==> src/verilog/sbs_tap_map.vh <==
`ifndef SBS_TAP_MAP_VH
`define SBS_TAP_MAP_VH
// ==========================================
// Register widths
`define SBS_IR_W        3
`define SBS_ID_W        32
`define SBS_BSR_W       8
// ==========================================
// Instruction codes
`define SBS_OP_EXTEST   3'h0
`define SBS_OP_IDCODE   3'h1
`define SBS_OP_SAMPLEZ  3'h2
`define SBS_OP_SAMPLE   3'h4
`define SBS_OP_BYPASS   3'h7
// Fixed pattern captured into the low instruction bits
`define SBS_IR_CAPTURE  2'h1
// ==========================================
// Identification code (arbitrary neutral value)
`define SBS_ID_CODE     32'h00000001
// ==========================================
// Timing
`define SBS_CLK_NS      20
`define SBS_RESET_TMS_EDGES 5
`endif
==> src/verilog/sbs_tap.v <==
`timescale 1ns/1ps
`include "sbs_tap_map.vh"

module sbs_tap #(
    parameter [2:0] OP_IDCODE  = `SBS_OP_IDCODE,
    parameter [2:0] OP_SAMPLEZ = `SBS_OP_SAMPLEZ,
    parameter [2:0] OP_SAMPLE  = `SBS_OP_SAMPLE,
    parameter [2:0] OP_BYPASS  = `SBS_OP_BYPASS,
    parameter [31:0] ID_CODE   = `SBS_ID_CODE
) (
    input  wire                    clk,
    input  wire                    srst,
    input  wire                    tck,
    input  wire                    tms,
    input  wire                    tdi,
    input  wire [`SBS_BSR_W-1:0]   ioRing,
    output reg                     tdo,
    output reg                     tdoOe,
    output reg                     memOutFloat,
    output reg  [3:0]              tapState
);

    // ==========================================
    // Controller states, one-hot
    // The bit position of each state is the index shown on tapState
    localparam [15:0] S_RESET = 16'h0001;
    localparam [15:0] S_IDLE  = 16'h0002;
    localparam [15:0] S_SELDR = 16'h0004;
    localparam [15:0] S_CAPDR = 16'h0008;
    localparam [15:0] S_SHDR  = 16'h0010;
    localparam [15:0] S_EX1DR = 16'h0020;
    localparam [15:0] S_PSDR  = 16'h0040;
    localparam [15:0] S_EX2DR = 16'h0080;
    localparam [15:0] S_UPDR  = 16'h0100;
    localparam [15:0] S_SELIR = 16'h0200;
    localparam [15:0] S_CAPIR = 16'h0400;
    localparam [15:0] S_SHIR  = 16'h0800;
    localparam [15:0] S_EX1IR = 16'h1000;
    localparam [15:0] S_PSIR  = 16'h2000;
    localparam [15:0] S_EX2IR = 16'h4000;
    localparam [15:0] S_UPIR  = 16'h8000;

    // ==========================================
    // Synchronisers: pins pass two flops before use
    reg [1:0] tckSync_q;
    reg [1:0] tmsSync_q;
    reg [1:0] tdiSync_q;
    reg       tckPrev_q;
    wire      tckRise = tckSync_q[1] & ~tckPrev_q;
    wire      tckFall = ~tckSync_q[1] & tckPrev_q;

    always @(posedge clk)
    begin
        if (srst)
        begin
            tckSync_q <= 2'h0;
            tmsSync_q <= 2'h3;                        // Pull-up: idle high
            tdiSync_q <= 2'h3;
            tckPrev_q <= 1'b0;
        end
        else
        begin
            tckSync_q <= {tckSync_q[0], tck};
            tmsSync_q <= {tmsSync_q[0], tms};
            tdiSync_q <= {tdiSync_q[0], tdi};
            tckPrev_q <= tckSync_q[1];
        end
    end

    wire tmsS = tmsSync_q[1];
    wire tdiS = tdiSync_q[1];

    // ==========================================
    // State machine
    reg [15:0] state_q;
    reg [15:0] state_d;

    always @*
    begin
        state_d = state_q;
        case (state_q)
            S_RESET: state_d = tmsS ? S_RESET : S_IDLE;
            S_IDLE:  state_d = tmsS ? S_SELDR : S_IDLE;
            S_SELDR: state_d = tmsS ? S_SELIR : S_CAPDR;
            S_CAPDR: state_d = tmsS ? S_EX1DR : S_SHDR;
            S_SHDR:  state_d = tmsS ? S_EX1DR : S_SHDR;
            S_EX1DR: state_d = tmsS ? S_UPDR  : S_PSDR;
            S_PSDR:  state_d = tmsS ? S_EX2DR : S_PSDR;
            S_EX2DR: state_d = tmsS ? S_UPDR  : S_SHDR;
            S_UPDR:  state_d = tmsS ? S_SELDR : S_IDLE;
            S_SELIR: state_d = tmsS ? S_RESET : S_CAPIR;
            S_CAPIR: state_d = tmsS ? S_EX1IR : S_SHIR;
            S_SHIR:  state_d = tmsS ? S_EX1IR : S_SHIR;
            S_EX1IR: state_d = tmsS ? S_UPIR  : S_PSIR;
            S_PSIR:  state_d = tmsS ? S_EX2IR : S_PSIR;
            S_EX2IR: state_d = tmsS ? S_UPIR  : S_SHIR;
            S_UPIR:  state_d = tmsS ? S_SELDR : S_IDLE;
            default: state_d = S_RESET;
        endcase
    end

    // ==========================================
    // Decoding of the active instruction
    reg  [`SBS_IR_W-1:0] irShift_q;
    reg  [`SBS_IR_W-1:0] irActive_q;
    reg                  bypass_q;
    reg  [`SBS_ID_W-1:0] idShift_q;
    reg  [`SBS_BSR_W-1:0] bsr_q;

    // Scan register selectors
    localparam [1:0] SEL_BYP = 2'h0;
    localparam [1:0] SEL_ID  = 2'h1;
    localparam [1:0] SEL_BSR = 2'h2;

    // Reserved codes fall through to bypass so the chain never opens
    function [1:0] selectReg;
        input [2:0] op;
        begin
            if (op == `SBS_OP_EXTEST || op == OP_SAMPLEZ || op == OP_SAMPLE)
                selectReg = SEL_BSR;
            else if (op == OP_IDCODE)
                selectReg = SEL_ID;
            else
                selectReg = SEL_BYP;
        end
    endfunction

    wire [1:0] drSel = selectReg(irActive_q);

    // ==========================================
    // Controller, moved on test-clock rise
    always @(posedge clk)
    begin
        if (srst)
            state_q <= S_RESET;
        else if (tckRise)
            state_q <= state_d;
    end

    // ==========================================
    // Instruction register: shift stage and active copy
    // Only Update-IR copies the stage, so a half-shifted code never reroutes the chain
    always @(posedge clk)
    begin
        if (srst)
        begin
            irShift_q  <= OP_IDCODE;
            irActive_q <= OP_IDCODE;
        end
        else if (tckRise)
        begin
            case (state_q)
                S_RESET:
                begin
                    irShift_q  <= OP_IDCODE;
                    irActive_q <= OP_IDCODE;
                end
                S_CAPIR:
                    irShift_q <= {irShift_q[2], `SBS_IR_CAPTURE};
                S_SHIR:
                    irShift_q <= {tdiS, irShift_q[2:1]};
                S_UPIR:
                    irActive_q <= irShift_q;
                default:
                begin
                end
            endcase
        end
    end

    // ==========================================
    // Bypass stage
    // Captures low so a bypassed device reads as one zero ahead of the shifted data
    always @(posedge clk)
    begin
        if (srst)
            bypass_q <= 1'b0;
        else if (tckRise && drSel == SEL_BYP)
        begin
            if (state_q == S_CAPDR)
                bypass_q <= 1'b0;
            else if (state_q == S_SHDR)
                bypass_q <= tdiS;
        end
    end

    // ==========================================
    // Identification stage
    // Reloaded on every capture, so a cut-short shift never leaves a stale code
    always @(posedge clk)
    begin
        if (srst)
            idShift_q <= {`SBS_ID_W{1'b0}};
        else if (tckRise && drSel == SEL_ID)
        begin
            if (state_q == S_CAPDR)
                idShift_q <= ID_CODE;
            else if (state_q == S_SHDR)
                idShift_q <= {tdiS, idShift_q[`SBS_ID_W-1:1]};
        end
    end

    // ==========================================
    // Boundary stage over the I/O ring
    // Ring values are taken at one system clock edge; a ring bit moving then may land either way
    always @(posedge clk)
    begin
        if (srst)
            bsr_q <= {`SBS_BSR_W{1'b0}};
        else if (tckRise && drSel == SEL_BSR)
        begin
            if (state_q == S_CAPDR)
                bsr_q <= ioRing;
            else if (state_q == S_SHDR)
                bsr_q <= {tdiS, bsr_q[`SBS_BSR_W-1:1]};
        end
    end

    // ==========================================
    // Output stage launched on test-clock fall
    reg tdoBit;

    always @*
    begin
        // In Shift-IR the instruction stage sits in the chain, whatever the selector says
        if (state_q == S_SHIR)
            tdoBit = irShift_q[0];
        else if (drSel == SEL_BYP)
            tdoBit = bypass_q;
        else if (drSel == SEL_ID)
            tdoBit = idShift_q[0];
        else
            tdoBit = bsr_q[0];
    end

    function [3:0] stateCode;
        input [15:0] s;
        integer i;
        begin
            stateCode = 4'h0;
            for (i = 0; i < 16; i = i + 1)
                if (s[i])
                    stateCode = i[3:0];
        end
    endfunction

    // ==========================================
    // Test data out, launched on test-clock fall
    // Enable follows the state seen at the fall, so it drops one fall after a shift state is left
    always @(posedge clk)
    begin
        if (srst)
        begin
            tdo   <= 1'b0;
            tdoOe <= 1'b0;
        end
        else if (tckFall)
        begin
            tdoOe <= (state_q == S_SHIR) || (state_q == S_SHDR);
            tdo   <= tdoBit;
        end
    end

    // ==========================================
    // Status towards the memory core
    // Floating follows the active code only, never the half-shifted stage
    always @(posedge clk)
    begin
        if (srst)
        begin
            memOutFloat <= 1'b0;
            tapState    <= 4'h0;
        end
        else
        begin
            tapState    <= stateCode(state_q);
            memOutFloat <= (irActive_q == `SBS_OP_EXTEST) ||
                           (irActive_q == OP_SAMPLEZ);
        end
    end

endmodule // sbs_tap

==> config.mk <==
export PLATFORM = sky130hd
export DESIGN_NAME = sbs_tap
export DESIGN_NICKNAME = d
export VERILOG_FILES = /design/src/verilog/sbs_tap.v
export VERILOG_INCLUDE_DIRS = /design/src /design/src/verilog
export SDC_FILE = /design/constraint.sdc
export NUM_CORES = 1
export LEC_CHECK = 0
export BUFFER_PORTS_ARGS = -buffer_cell sky130_fd_sc_hd__buf_2
export CORE_UTILIZATION = 55
export DETAILED_ROUTE_END_ITERATION = 12
export PLACE_DENSITY = 0.7
export RECOVER_POWER = 50
export SYNTH_ARGS = -nofsm -noshare
export SYNTH_HDL_FRONTEND = slang
export SYNTH_SLANG_ARGS = --single-unit
export TNS_END_PERCENT = 5
==> constraint.sdc <==
create_clock -name clk -period 2.82 [get_ports clk]
set_clock_uncertainty 0.15 [all_clocks]
set_input_delay 0.141 -clock clk [delete_from_list [all_inputs] [get_ports clk]]
set_output_delay 0.141 -clock clk [all_outputs]
set_load 0.005 [all_outputs]
Word level (Yosys, flattened, before mapping)
Index checks and enable logic that the tools add are counted.
Storage, ports and cells
  input bits: 13
  output and inout port bits: 7
  word-level logic and storage cells: 103
  register bits: 77
Operators by class
  reductions and logical operators: 21
  multiplexer cells: 41
  equality and inequality tests: 21
  bitwise operators: 5
Operator list (number)
  one-hot mux 16 bit (12 select lines): 1
  2-to-1 mux 32 bit: 2
  2-to-1 mux 4 bit: 14
  2-to-1 mux 16 bit: 2
  2-to-1 mux 8 bit: 3
  2-to-1 mux 9 bit: 2
  == test 16 x 1 -> 1 bit, second input constant: 1
  == test 16 x 10 -> 1 bit, second input constant: 1
  == test 16 x 11 -> 1 bit, second input constant: 1
  == test 16 x 12 -> 1 bit, second input constant: 1
  == test 16 x 13 -> 1 bit, second input constant: 1
  == test 16 x 14 -> 1 bit, second input constant: 1
  == test 16 x 15 -> 1 bit, second input constant: 1
  == test 16 bit, second input constant: 1
  == test 16 x 2 -> 1 bit, second input constant: 1
  == test 16 x 3 -> 1 bit, second input constant: 1
  == test 16 x 4 -> 1 bit, second input constant: 1
  == test 16 x 5 -> 1 bit, second input constant: 1
  == test 16 x 6 -> 1 bit, second input constant: 1
  == test 16 x 7 -> 1 bit, second input constant: 1
  == test 16 x 8 -> 1 bit, second input constant: 1
  == test 16 x 9 -> 1 bit, second input constant: 1
  2-to-1 mux 15 bit: 1
  2-to-1 mux 13 bit: 1
  25 further kinds: 46

Logic depth before layout (Yosys ltp)
Gate-level depths: netlist of run 1.
  word-level depth: 15
  mapped depth: 8

Worst setup path after synthesis of run 1
No wires, ideal clock.
  path type: register -> register
  start: register state_q[9]
  end: register bsr_q[5]
  buffers on the path: 2
  cell stages (with the launch flop): 9
  setup slack: 415 ps
  library setup time: 128 ps
  arrival time: 2127 ps
  required time: 2542 ps
  cells stage by stage: dfxtp_1 > buf_4 > nor4_4 > nand3_4 > nor4_4 > buf_6 > mux2_2 > mux2i_1 > nor2_1
On the way
  word-level cells in the longest chain between the ends: 3
  elaborated cells between the ends (all ways): 5
Ends and longest elaborated chain
  from (decl): RTL line sbs_tap.v:75  | reg [15:0] state_q;
  from (signal assigned): RTL line sbs_tap.v:137  | state_q <= state_d;
  == test 16 x 4 -> 1 bit / == test 16 x 5 -> 1 bit (equally long branches): RTL line sbs_tap.v:212, sbs_tap.v:214
  nonzero test 2 bit (no line)
  AND reduction 2 bit (no line)
  to (signal assigned): RTL line sbs_tap.v:209  | bsr_q <= {`SBS_BSR_W{1'b0}};
  to (signal assigned): RTL line sbs_tap.v:213  | bsr_q <= ioRing;
  to (signal assigned): RTL line sbs_tap.v:215  | bsr_q <= {tdiS, bsr_q[`SBS_BSR_W-1:1]};
  to (decl): RTL line sbs_tap.v:108  | reg [`SBS_BSR_W-1:0] bsr_q;
Several ways; a longest one is shown, not always the timed one.
A chain may end at the register's enable or synchronous reset.

Worst setup path in the final report of run 1
  start: register state_q[0]
  end: register idShift_q[2]
On the way
  word-level cells in the longest chain between the ends: 3
  elaborated cells between the ends (all ways): 5
Ends and longest elaborated chain
  == test 16 x 4 -> 1 bit / == test 16 x 5 -> 1 bit (equally long branches): RTL line sbs_tap.v:196, sbs_tap.v:198
  nonzero test 2 bit (no line)
  AND reduction 2 bit (no line)
  to (signal assigned): RTL line sbs_tap.v:193  | idShift_q <= {`SBS_ID_W{1'b0}};
  to (signal assigned): RTL line sbs_tap.v:199  | idShift_q <= {tdiS, idShift_q[`SBS_ID_W-1:1]};
  to (decl): RTL line sbs_tap.v:107  | reg [`SBS_ID_W-1:0] idShift_q;
Several ways; a longest one is shown, not always the timed one.

==> impl_summary.txt, run 1 <==
----------------------------------------------------
[Hold path]
  Class of the tightest hold or removal check ... in -> reg
  Worst Hold Endpoint ... bsr_q[4]
  Instance count along the most critical hold path ... 4
  Min-delay src ... ioRing[4]

[Clock tree]
  Number of buffers added by the clock tree synthesis step ... 9
  Root buffer cell ... sky130_fd_sc_hd__clkbuf_8
  Hold buffers post-CTS ... 5
  CTS H-tree depth ... 3
  CTS tree ... done
  Post-cts gate resize count ... 0
  Post-CTS Setup Inserts ... 0
  Total number of clock tree sinks ... 77
  Clock latency on the worst-skew pair ... 0.36 ns
  Reg clk slew, reported paths ... 0.08 ns
  Largest buffer count on any clock path ... 2

[Timing]
  Slew at the pin closest to its max-slew limit ... 1.234 ns
  Hold Violations, Final ... 0
  Setup violators final ... 0
  Slew headroom ... 0.1772
  Number of max-slew violations in the final report ... 0
  Final clock period utilization by the worst path ... 0.9489
  Final critical delay including setup and external delays ... 2.676 ns
  Setup TNS ... 0 ns
  Maximum clock rate ... 0.3737 GHz
  RSZ-0062 raised after global routing ... false

[Setup path]
  Crit Path Class ... reg -> reg
  Number of cells traversed by the worst register-to-register path ... 6
  Count of buffering cells on the critical path with inverters included ... 1
  Setup crit end kind ... flip-flop
  WP data required ... 2.90 ns
  Top fanout value on the critical path ... 26
  Signal arrival time at the worst endpoint ... 2.76 ns
  CP Depth ... 6
  Cell with the largest stage delay on the worst path ... sky130_fd_sc_hd__nor4b_4
  Slowest cell delay on critical path ... 0.49 ns
  Capture instance of the worst register-to-register path ... idShift_q[2]
  Cell breakdown of the critical path ... nor4_4 -> nand4_1 -> nor4b_4 -> o211ai_4 -> buf_12 -> o41ai_1
  Sort of element at the start of the critical path ... flip-flop
  Crit path launch ... state_q[0]
  Kind of cell adding the most delay to the critical path ... simple AND/OR/NAND/NOR gates
  Crit Reg-Reg Startpoint ... state_q[0]
  Slack of the worst reg-to-reg path ... 0.14 ns

[Floorplan]
  Starting utilization of the core area ... 0.5806
  X dimension of the die ... 87.39 µm
  Number of placed I/O pins ... 20
  Vertical extent of the die ... 87.39 µm
  Placeable core region ... 6907 µm²
  Row count ... 30
  Total Die Area ... 7636 µm²

[Detailed routing]
  DRC violation total after the first TritonRoute iteration ... 238
  Drt pass-1 iters ... 5
  WL per Instance ... 15.10 µm
  Post-route ant nets ... 0
  Residual DRC ... 0
  Final WL ... 8170 µm
  Routed vias/inst ... 5.728
  Vias ... 3,099

[GRT]
  Largest net degree at the start of global routing ... 62
  GRT overflow ... 0
  Global-route usage over all layers ... 0.2333
  Wire length of the first global-routing pass ... 13,940 µm
  Number of global-route vias before repair ... 2,930
  Met1 track demand over resource in global routing ... 0.3343
  Met3 global-route usage ... 0.03981
  Most congested layer reported by global routing ... met2
  Met2 routing resource usage after global routing ... 0.3466
  Initial antenna violation count ... 0

[Logic synthesis]
  Number of library cell types mapped by synthesis ... 54
  Number of cells produced by synthesis ... 419
  Largest family of logic cells by synthesized area ... simple AND/OR/NAND/NOR gates
  Dominant register cell in the synthesized netlist ... sky130_fd_sc_hd__dfxtp_1
  Cell area after synthesis ... 4010 µm²
  Number of warning messages in the yosys log ... 0
  Area share of the largest cell type after synthesis ... 0.3844
  Cell types with the largest area share after synthesis ... sky130_fd_sc_hd__dfxtp_1 (38%), sky130_fd_sc_hd__o41ai_2 (11%), sky130_fd_sc_hd__nand3b_1 (6.0%)
  Mean area per synthesized cell ... 9.571 µm²
  Simple-gate portion of the synthesized area ... 0.2493
  Sequential share of the synthesized area ... 0.3844
  Mapped Nets ... 432
  Area fraction in compound gates after synthesis ... 0.2197
  Xor-xnor portion of the synthesized cell area ... 0.01747
  Count of flip-flops with a built-in enable after synthesis ... 0
  Area leader, netlist ... sky130_fd_sc_hd__dfxtp_1
  Share of cell area taken by muxes after synthesis ... 0.03963
  Fraction of the mapped netlist area in adder cells ... 0.002496
  Async SR Flop Fraction ... 0
  Post-synthesis sequential element count ... 77

[Place]
  Total half-perimeter wirelength after legalization and detailed placement ... 5475 µm
  # placed instances ... 520
  Final Wtd Congestion ... 0.9074
  IO buf count ... 19

[Power and ir drop]
  Power density cells ... 438.1 nW/µm²
  Static leakage ... 0.001646 µW
  Maximum vdd ir drop ... 0.2528 mV

[Final layout]
  Most frequent standard cell in the layout excluding fill and tap cells ... sky130_fd_sc_hd__dfxtp_1
  Count of fill cells added during filler insertion ... 600
  Post-route core utilization ... 0.6428
  Number of nets in the layout ... 453
  Share of final-layout standard cells stronger than drive strength 1 ... 0.2382
  Count of inserted antenna diode cells ... 0
  Highest-count cells in the layout ignoring fill and taps ... sky130_fd_sc_hd__dfxtp_1 (77), sky130_fd_sc_hd__nor2_1 (37), sky130_fd_sc_hd__inv_1 (35)
  Final non-filler cell total ... 541
  Layout Area Growth over Synthesis ... 10.70%

[Job]
  Count of maximum capacitance violations ... 0

[Status]
  Result of the run ... finished clean

----------------------------------------------------
-- registers in the layout, indices dropped and copies added (netlist names) --
signal	cells
idShift_q	32
state_q	16
bsr_q	8
tapState	4
irActive_q	3
irShift_q	3
tckSync_q	2
tdiSync_q	2
tmsSync_q	2
bypass_q	1
memOutFloat	1
tckPrev_q	1
tdo	1
tdoOe	1
-- how the worst max path moves through the flow --
stage                               to  slack (ns)
after floorplan               bsr_q[5]        0.42
after global placement    idShift_q[4]        0.28
after detailed placement  idShift_q[4]        0.20
after CTS                 idShift_q[2]        0.14
after global routing      idShift_q[2]        0.03
final                     idShift_q[2]        0.14
-- layout make-up --
class                      count  area, µm²  area share
multi-input combinational    266       2113      0.4760
timing repair buffer          51      350.3     0.07892
sequential                    77       1541      0.3472
inverter                      35      131.4     0.02959
clock inverter                 7      58.81     0.01325
tap                           96      120.1     0.02706
clock buffer                   9      123.9     0.02790
-- cells by family after synthesis --
group / count (synthesis)
buffers and inverters: 76
adder cells (fa/ha/maj): 1
XOR/XNOR: 8
AND/OR/NAND/NOR: 153
AO/OA/AOI/OAI: 89
multiplexers: 15
flip-flops: 77
-- worst min-delay path, stage by stage --
cell,delay (ns)
sky130_fd_sc_hd__buf_2,0.07
sky130_fd_sc_hd__mux2_2,0.13
sky130_fd_sc_hd__mux2i_1,0.06
sky130_fd_sc_hd__nor2_1,0.08
-- routing by layer --
layer | routed length (µm) | vias up
met5 | 0 | -
met4 | 124 | 0
met3 | 414 | 14
met2 | 3570 | 81
met1 | 4060 | 1455
li1 | - | 1549
-- through the flow --
| step | setup slack [ns] | hold slack [ns] | total power, µW | area, µm² |
|---|---|---|---|---|
| 6_report | 0.1440 | 0.01210 | 1945 | 4439 |
| 4_1_cts | 0.1411 | 0.007370 | 1967 | 4471 |
| 2_1_floorplan | 0.4151 | 0.09481 | 1170 | 4010 |
| 5_1_grt | 0.02702 | 0.02666 | 2019 | 4439 |
| 3_5_place_dp | 0.2027 | 0.1788 | 1193 | 4238 |
| 3_3_place_gp | 0.2836 | 0.1750 | 1192 | 4238 |
-- power breakdown --
part           switching (µW)  internal [µW]
Combinational            45.5           30.1
Clock                     443            331
Sequential               3.18           1090
-- synth_stat cells, types with 3 or more instances --
master / count
sky130_fd_sc_hd__dfxtp_1: 77
sky130_fd_sc_hd__nor2_1: 37
sky130_fd_sc_hd__inv_1: 35
sky130_fd_sc_hd__nand3b_1: 32
sky130_fd_sc_hd__o41ai_2: 27
sky130_fd_sc_hd__clkbuf_1: 24
sky130_fd_sc_hd__nand2_1: 15
sky130_fd_sc_hd__a21oi_1: 13
sky130_fd_sc_hd__o21ai_0: 12
sky130_fd_sc_hd__nor4_1: 11
sky130_fd_sc_hd__nor2b_1: 10
sky130_fd_sc_hd__buf_2: 9
sky130_fd_sc_hd__mux2i_1: 8
sky130_fd_sc_hd__a22oi_1: 7
sky130_fd_sc_hd__mux2_2: 7
sky130_fd_sc_hd__buf_6: 6
sky130_fd_sc_hd__or2_2: 6
sky130_fd_sc_hd__or4_1: 6
sky130_fd_sc_hd__nand2b_1: 5
sky130_fd_sc_hd__nand3_1: 5
sky130_fd_sc_hd__nor4_4: 5
sky130_fd_sc_hd__xnor2_1: 5
sky130_fd_sc_hd__nor3_1: 4
sky130_fd_sc_hd__o41ai_1: 4
sky130_fd_sc_hd__nor3b_1: 3
sky130_fd_sc_hd__o21bai_1: 3
sky130_fd_sc_hd__xor2_1: 3
Note: power is estimated with default switching activity, not from simulation.
==> inputs of run 2 (changes only) <==
--- a/config.mk
+++ b/config.mk
@@ -11,6 +11,7 @@
 export DETAILED_ROUTE_END_ITERATION = 12
 export PLACE_DENSITY = 0.7
 export RECOVER_POWER = 50
+export SETUP_SLACK_MARGIN = 0.4
 export SYNTH_ARGS = -nofsm -noshare
 export SYNTH_HDL_FRONTEND = slang
 export SYNTH_SLANG_ARGS = --single-unit
==> impl_summary.txt, run 2 (synthesis results as in run 1) <==
----------------------------------------------------
[Floorplan]
  Total Die Area ... 7636 µm² (unchanged)
  Number of placed I/O pins ... 20 (unchanged)
  Placeable core region ... 6907 µm² (unchanged)
  Vertical extent of the die ... 87.39 µm (unchanged)
  Starting utilization of the core area ... 0.5806 (unchanged)
  Row count ... 30 (unchanged)
  X dimension of the die ... 87.39 µm (unchanged)

[Final layout]
  Layout Area Growth over Synthesis ... 11.98% (was 10.70%)
  Final std cell area, no fill ... 4491 µm² (was 4439 µm²)
  Largest registers ... idShift_q x32, state_q x16, bsr_q x8 (unchanged)
  Share of final-layout standard cells stronger than drive strength 1 ... 0.2484 (was 0.2382)
  Highest-count cells in the layout ignoring fill and taps ... sky130_fd_sc_hd__dfxtp_1 (76), sky130_fd_sc_hd__nor2_1 (37), sky130_fd_sc_hd__inv_1 (35) (was sky130_fd_sc_hd__dfxtp_1 (77), sky130_fd_sc_hd__nor2_1 (37), sky130_fd_sc_hd__inv_1 (35))
  Count of inserted antenna diode cells ... 0 (unchanged)
  Most frequent standard cell in the layout excluding fill and tap cells ... sky130_fd_sc_hd__dfxtp_1 (unchanged)
  Number of nets in the layout ... 463 (was 453)
  Largest register FFs ... 32 (unchanged)
  Final non-filler cell total ... 551 (was 541)
  Reg with most FFs ... idShift_q (unchanged)

[Power and ir drop]
  Static leakage ... 0.001675 µW (was 0.001646 µW)
  Maximum vdd ir drop ... 0.2790 mV (was 0.2528 mV)
  Power density cells ... 433.5 nW/µm² (was 438.1 nW/µm²)

[Detailed routing]
  Routed vias/inst ... 5.815 (was 5.728)
  WL per Instance ... 15.46 µm (was 15.10 µm)
  Drt pass-1 iters ... 5 (unchanged)
  Vias ... 3,204 (was 3,099)
  Final WL ... 8521 µm (was 8170 µm)
  DRC violation total after the first TritonRoute iteration ... 235 (was 238)
  Post-route ant nets ... 0 (unchanged)
  Residual DRC ... 0 (unchanged)

[GRT]
  Global-route usage over all layers ... 0.2411 (was 0.2333)
  Wire length of the first global-routing pass ... 14,370 µm (was 13,940 µm)
  Largest net degree at the start of global routing ... 62 (unchanged)
  Number of global-route vias before repair ... 3,003 (was 2,930)
  Initial antenna violation count ... 0 (unchanged)
  GRT overflow ... 0 (unchanged)

[Clock tree]
  Clock latency on the worst-skew pair ... 0.36 ns (about the same)
  Reg clk slew, reported paths ... 0.09 ns (was 0.08 ns)
  Root buffer cell ... sky130_fd_sc_hd__clkbuf_8 (unchanged)
  CTS tree ... done (unchanged)
  Largest buffer count on any clock path ... 2 (unchanged)
  Total number of clock tree sinks ... 77 (unchanged)
  Number of buffers added by the clock tree synthesis step ... 9 (unchanged)
  CTS H-tree depth ... 3 (unchanged)

[Timing]
  Slew headroom ... 0.1884 (was 0.1772)
  Setup TNS ... 0 ns (unchanged)
  Final clock period utilization by the worst path ... 0.9273 (was 0.9489)
  Hold Violations, Final ... 0 (unchanged)
  Setup violators final ... 0 (unchanged)
  Number of max-slew violations in the final report ... 0 (unchanged)
  RSZ-0062 raised after global routing ... true (was false)
  Final critical delay including setup and external delays ... 2.615 ns (was 2.676 ns)
  Slew at the pin closest to its max-slew limit ... 1.217 ns (was 1.234 ns)
  Maximum clock rate ... 0.3824 GHz (was 0.3737 GHz)

[Place]
  Post-DP Area ... 4238 µm² (unchanged)
  # placed instances ... 520 (unchanged)
  Final Wtd Congestion ... 0.9074 (unchanged)
  IO buf count ... 19 (unchanged)
  Total half-perimeter wirelength after legalization and detailed placement ... 5475 µm (unchanged)

[Setup path]
  Crit Path Class ... reg -> reg (unchanged)
  Sort of element at the start of the critical path ... flip-flop (unchanged)
  Signal arrival time at the worst endpoint ... 2.75 ns (was 2.76 ns)
  WP data required ... 2.95 ns (was 2.90 ns)
  Setup crit end kind ... flip-flop (unchanged)
  Top fanout value on the critical path ... 5 (was 26)

[Hold path]
  Class of the tightest hold or removal check ... in -> reg (unchanged)

[Job]
  Count of maximum capacitance violations ... 0 (unchanged)

[Status]
  Result of the run ... finished clean (unchanged)

----------------------------------------------------
==> run 2: final timing paths <==
path | depth (start not counted) | slack, ns | from | end
min reg2reg | 1 | 0.27 | tmsSync_q[0] | tmsSync_q[1]
min | 4 | 0.01 | ioRing[4] | bsr_q[4]
max | 8 | 0.21 | state_q[14] | irShift_q[1]
max reg2reg | 8 | 0.21 | state_q[14] | irShift_q[1]
==> run 2: power by group <==
| part | switching, µW | leakage [µW] | internal, µW |
|---|---|---|---|
| registers | 3.19 | 0.000622 | 1090 |
| clock network | 444 | 0.0000917 | 331 |
| logic | 45.9 | 0.000961 | 30.2 |
==> run 2: repair_timing <==
item,4_1_cts,5_1_grt
pin swaps,5,2
resized for setup,3,4
gates cloned,1,0
setup buffers,7,2
endpoints found under the setup margin,34,41
hold buffers,5,0
hold endpoints to repair,5,0
==> run 2: per-layer routing <==
layer / GRT usage / vias to the layer above / wire length [µm]
li1: - / 1570 / -
met1: 0.3414 / 1509 / 4096
met2: 0.3658 / 112 / 3738
met3: 0.03981 / 13 / 502
met4: 0.09389 / 0 / 184
met5: 0 / - / 0
==> run 2: metrics by stage <==
| stage | util | hold slack [ns] | worst slack [ns] | total power [µW] |
|---|---|---|---|---|
| 4_1_cts | 0.6574 | 0.006992 | 0.3902 | 1967 |
| 3_5_place_dp | 0.6136 | 0.1788 | 0.2027 | 1193 |
| 2_1_floorplan | - | 0.09481 | 0.4151 | 1170 |
| 6_report | 0.6502 | 0.01078 | 0.2050 | 1947 |
| 3_3_place_gp | 0.6136 | 0.1750 | 0.2836 | 1192 |
| 5_1_grt | 0.6502 | 0.02664 | 0.1529 | 2019 |
==> run 2: layout make-up <==
cell class                      instances  area [µm²]
Clock inverter                          7       58.81
Clock buffer                            9       123.9
Inverter                               35       131.4
Fill cell                             600        2416
Tap cell                               96       120.1
Timing Repair Buffer                   60       432.9
Sequential cell                        77        1543
Multi-Input combinational cell        267        2081
==> run 2: critical path, stage by stage (launching register included) <==
cell                      delay (ns)
sky130_fd_sc_hd__dfxtp_1        0.35
sky130_fd_sc_hd__nor4_4         0.34
sky130_fd_sc_hd__buf_4          0.19
sky130_fd_sc_hd__buf_4          0.13
sky130_fd_sc_hd__nand2_1        0.05
sky130_fd_sc_hd__nor4_1         0.54
sky130_fd_sc_hd__o21ai_2        0.15
sky130_fd_sc_hd__or4_1          0.50
sky130_fd_sc_hd__a21oi_1        0.15
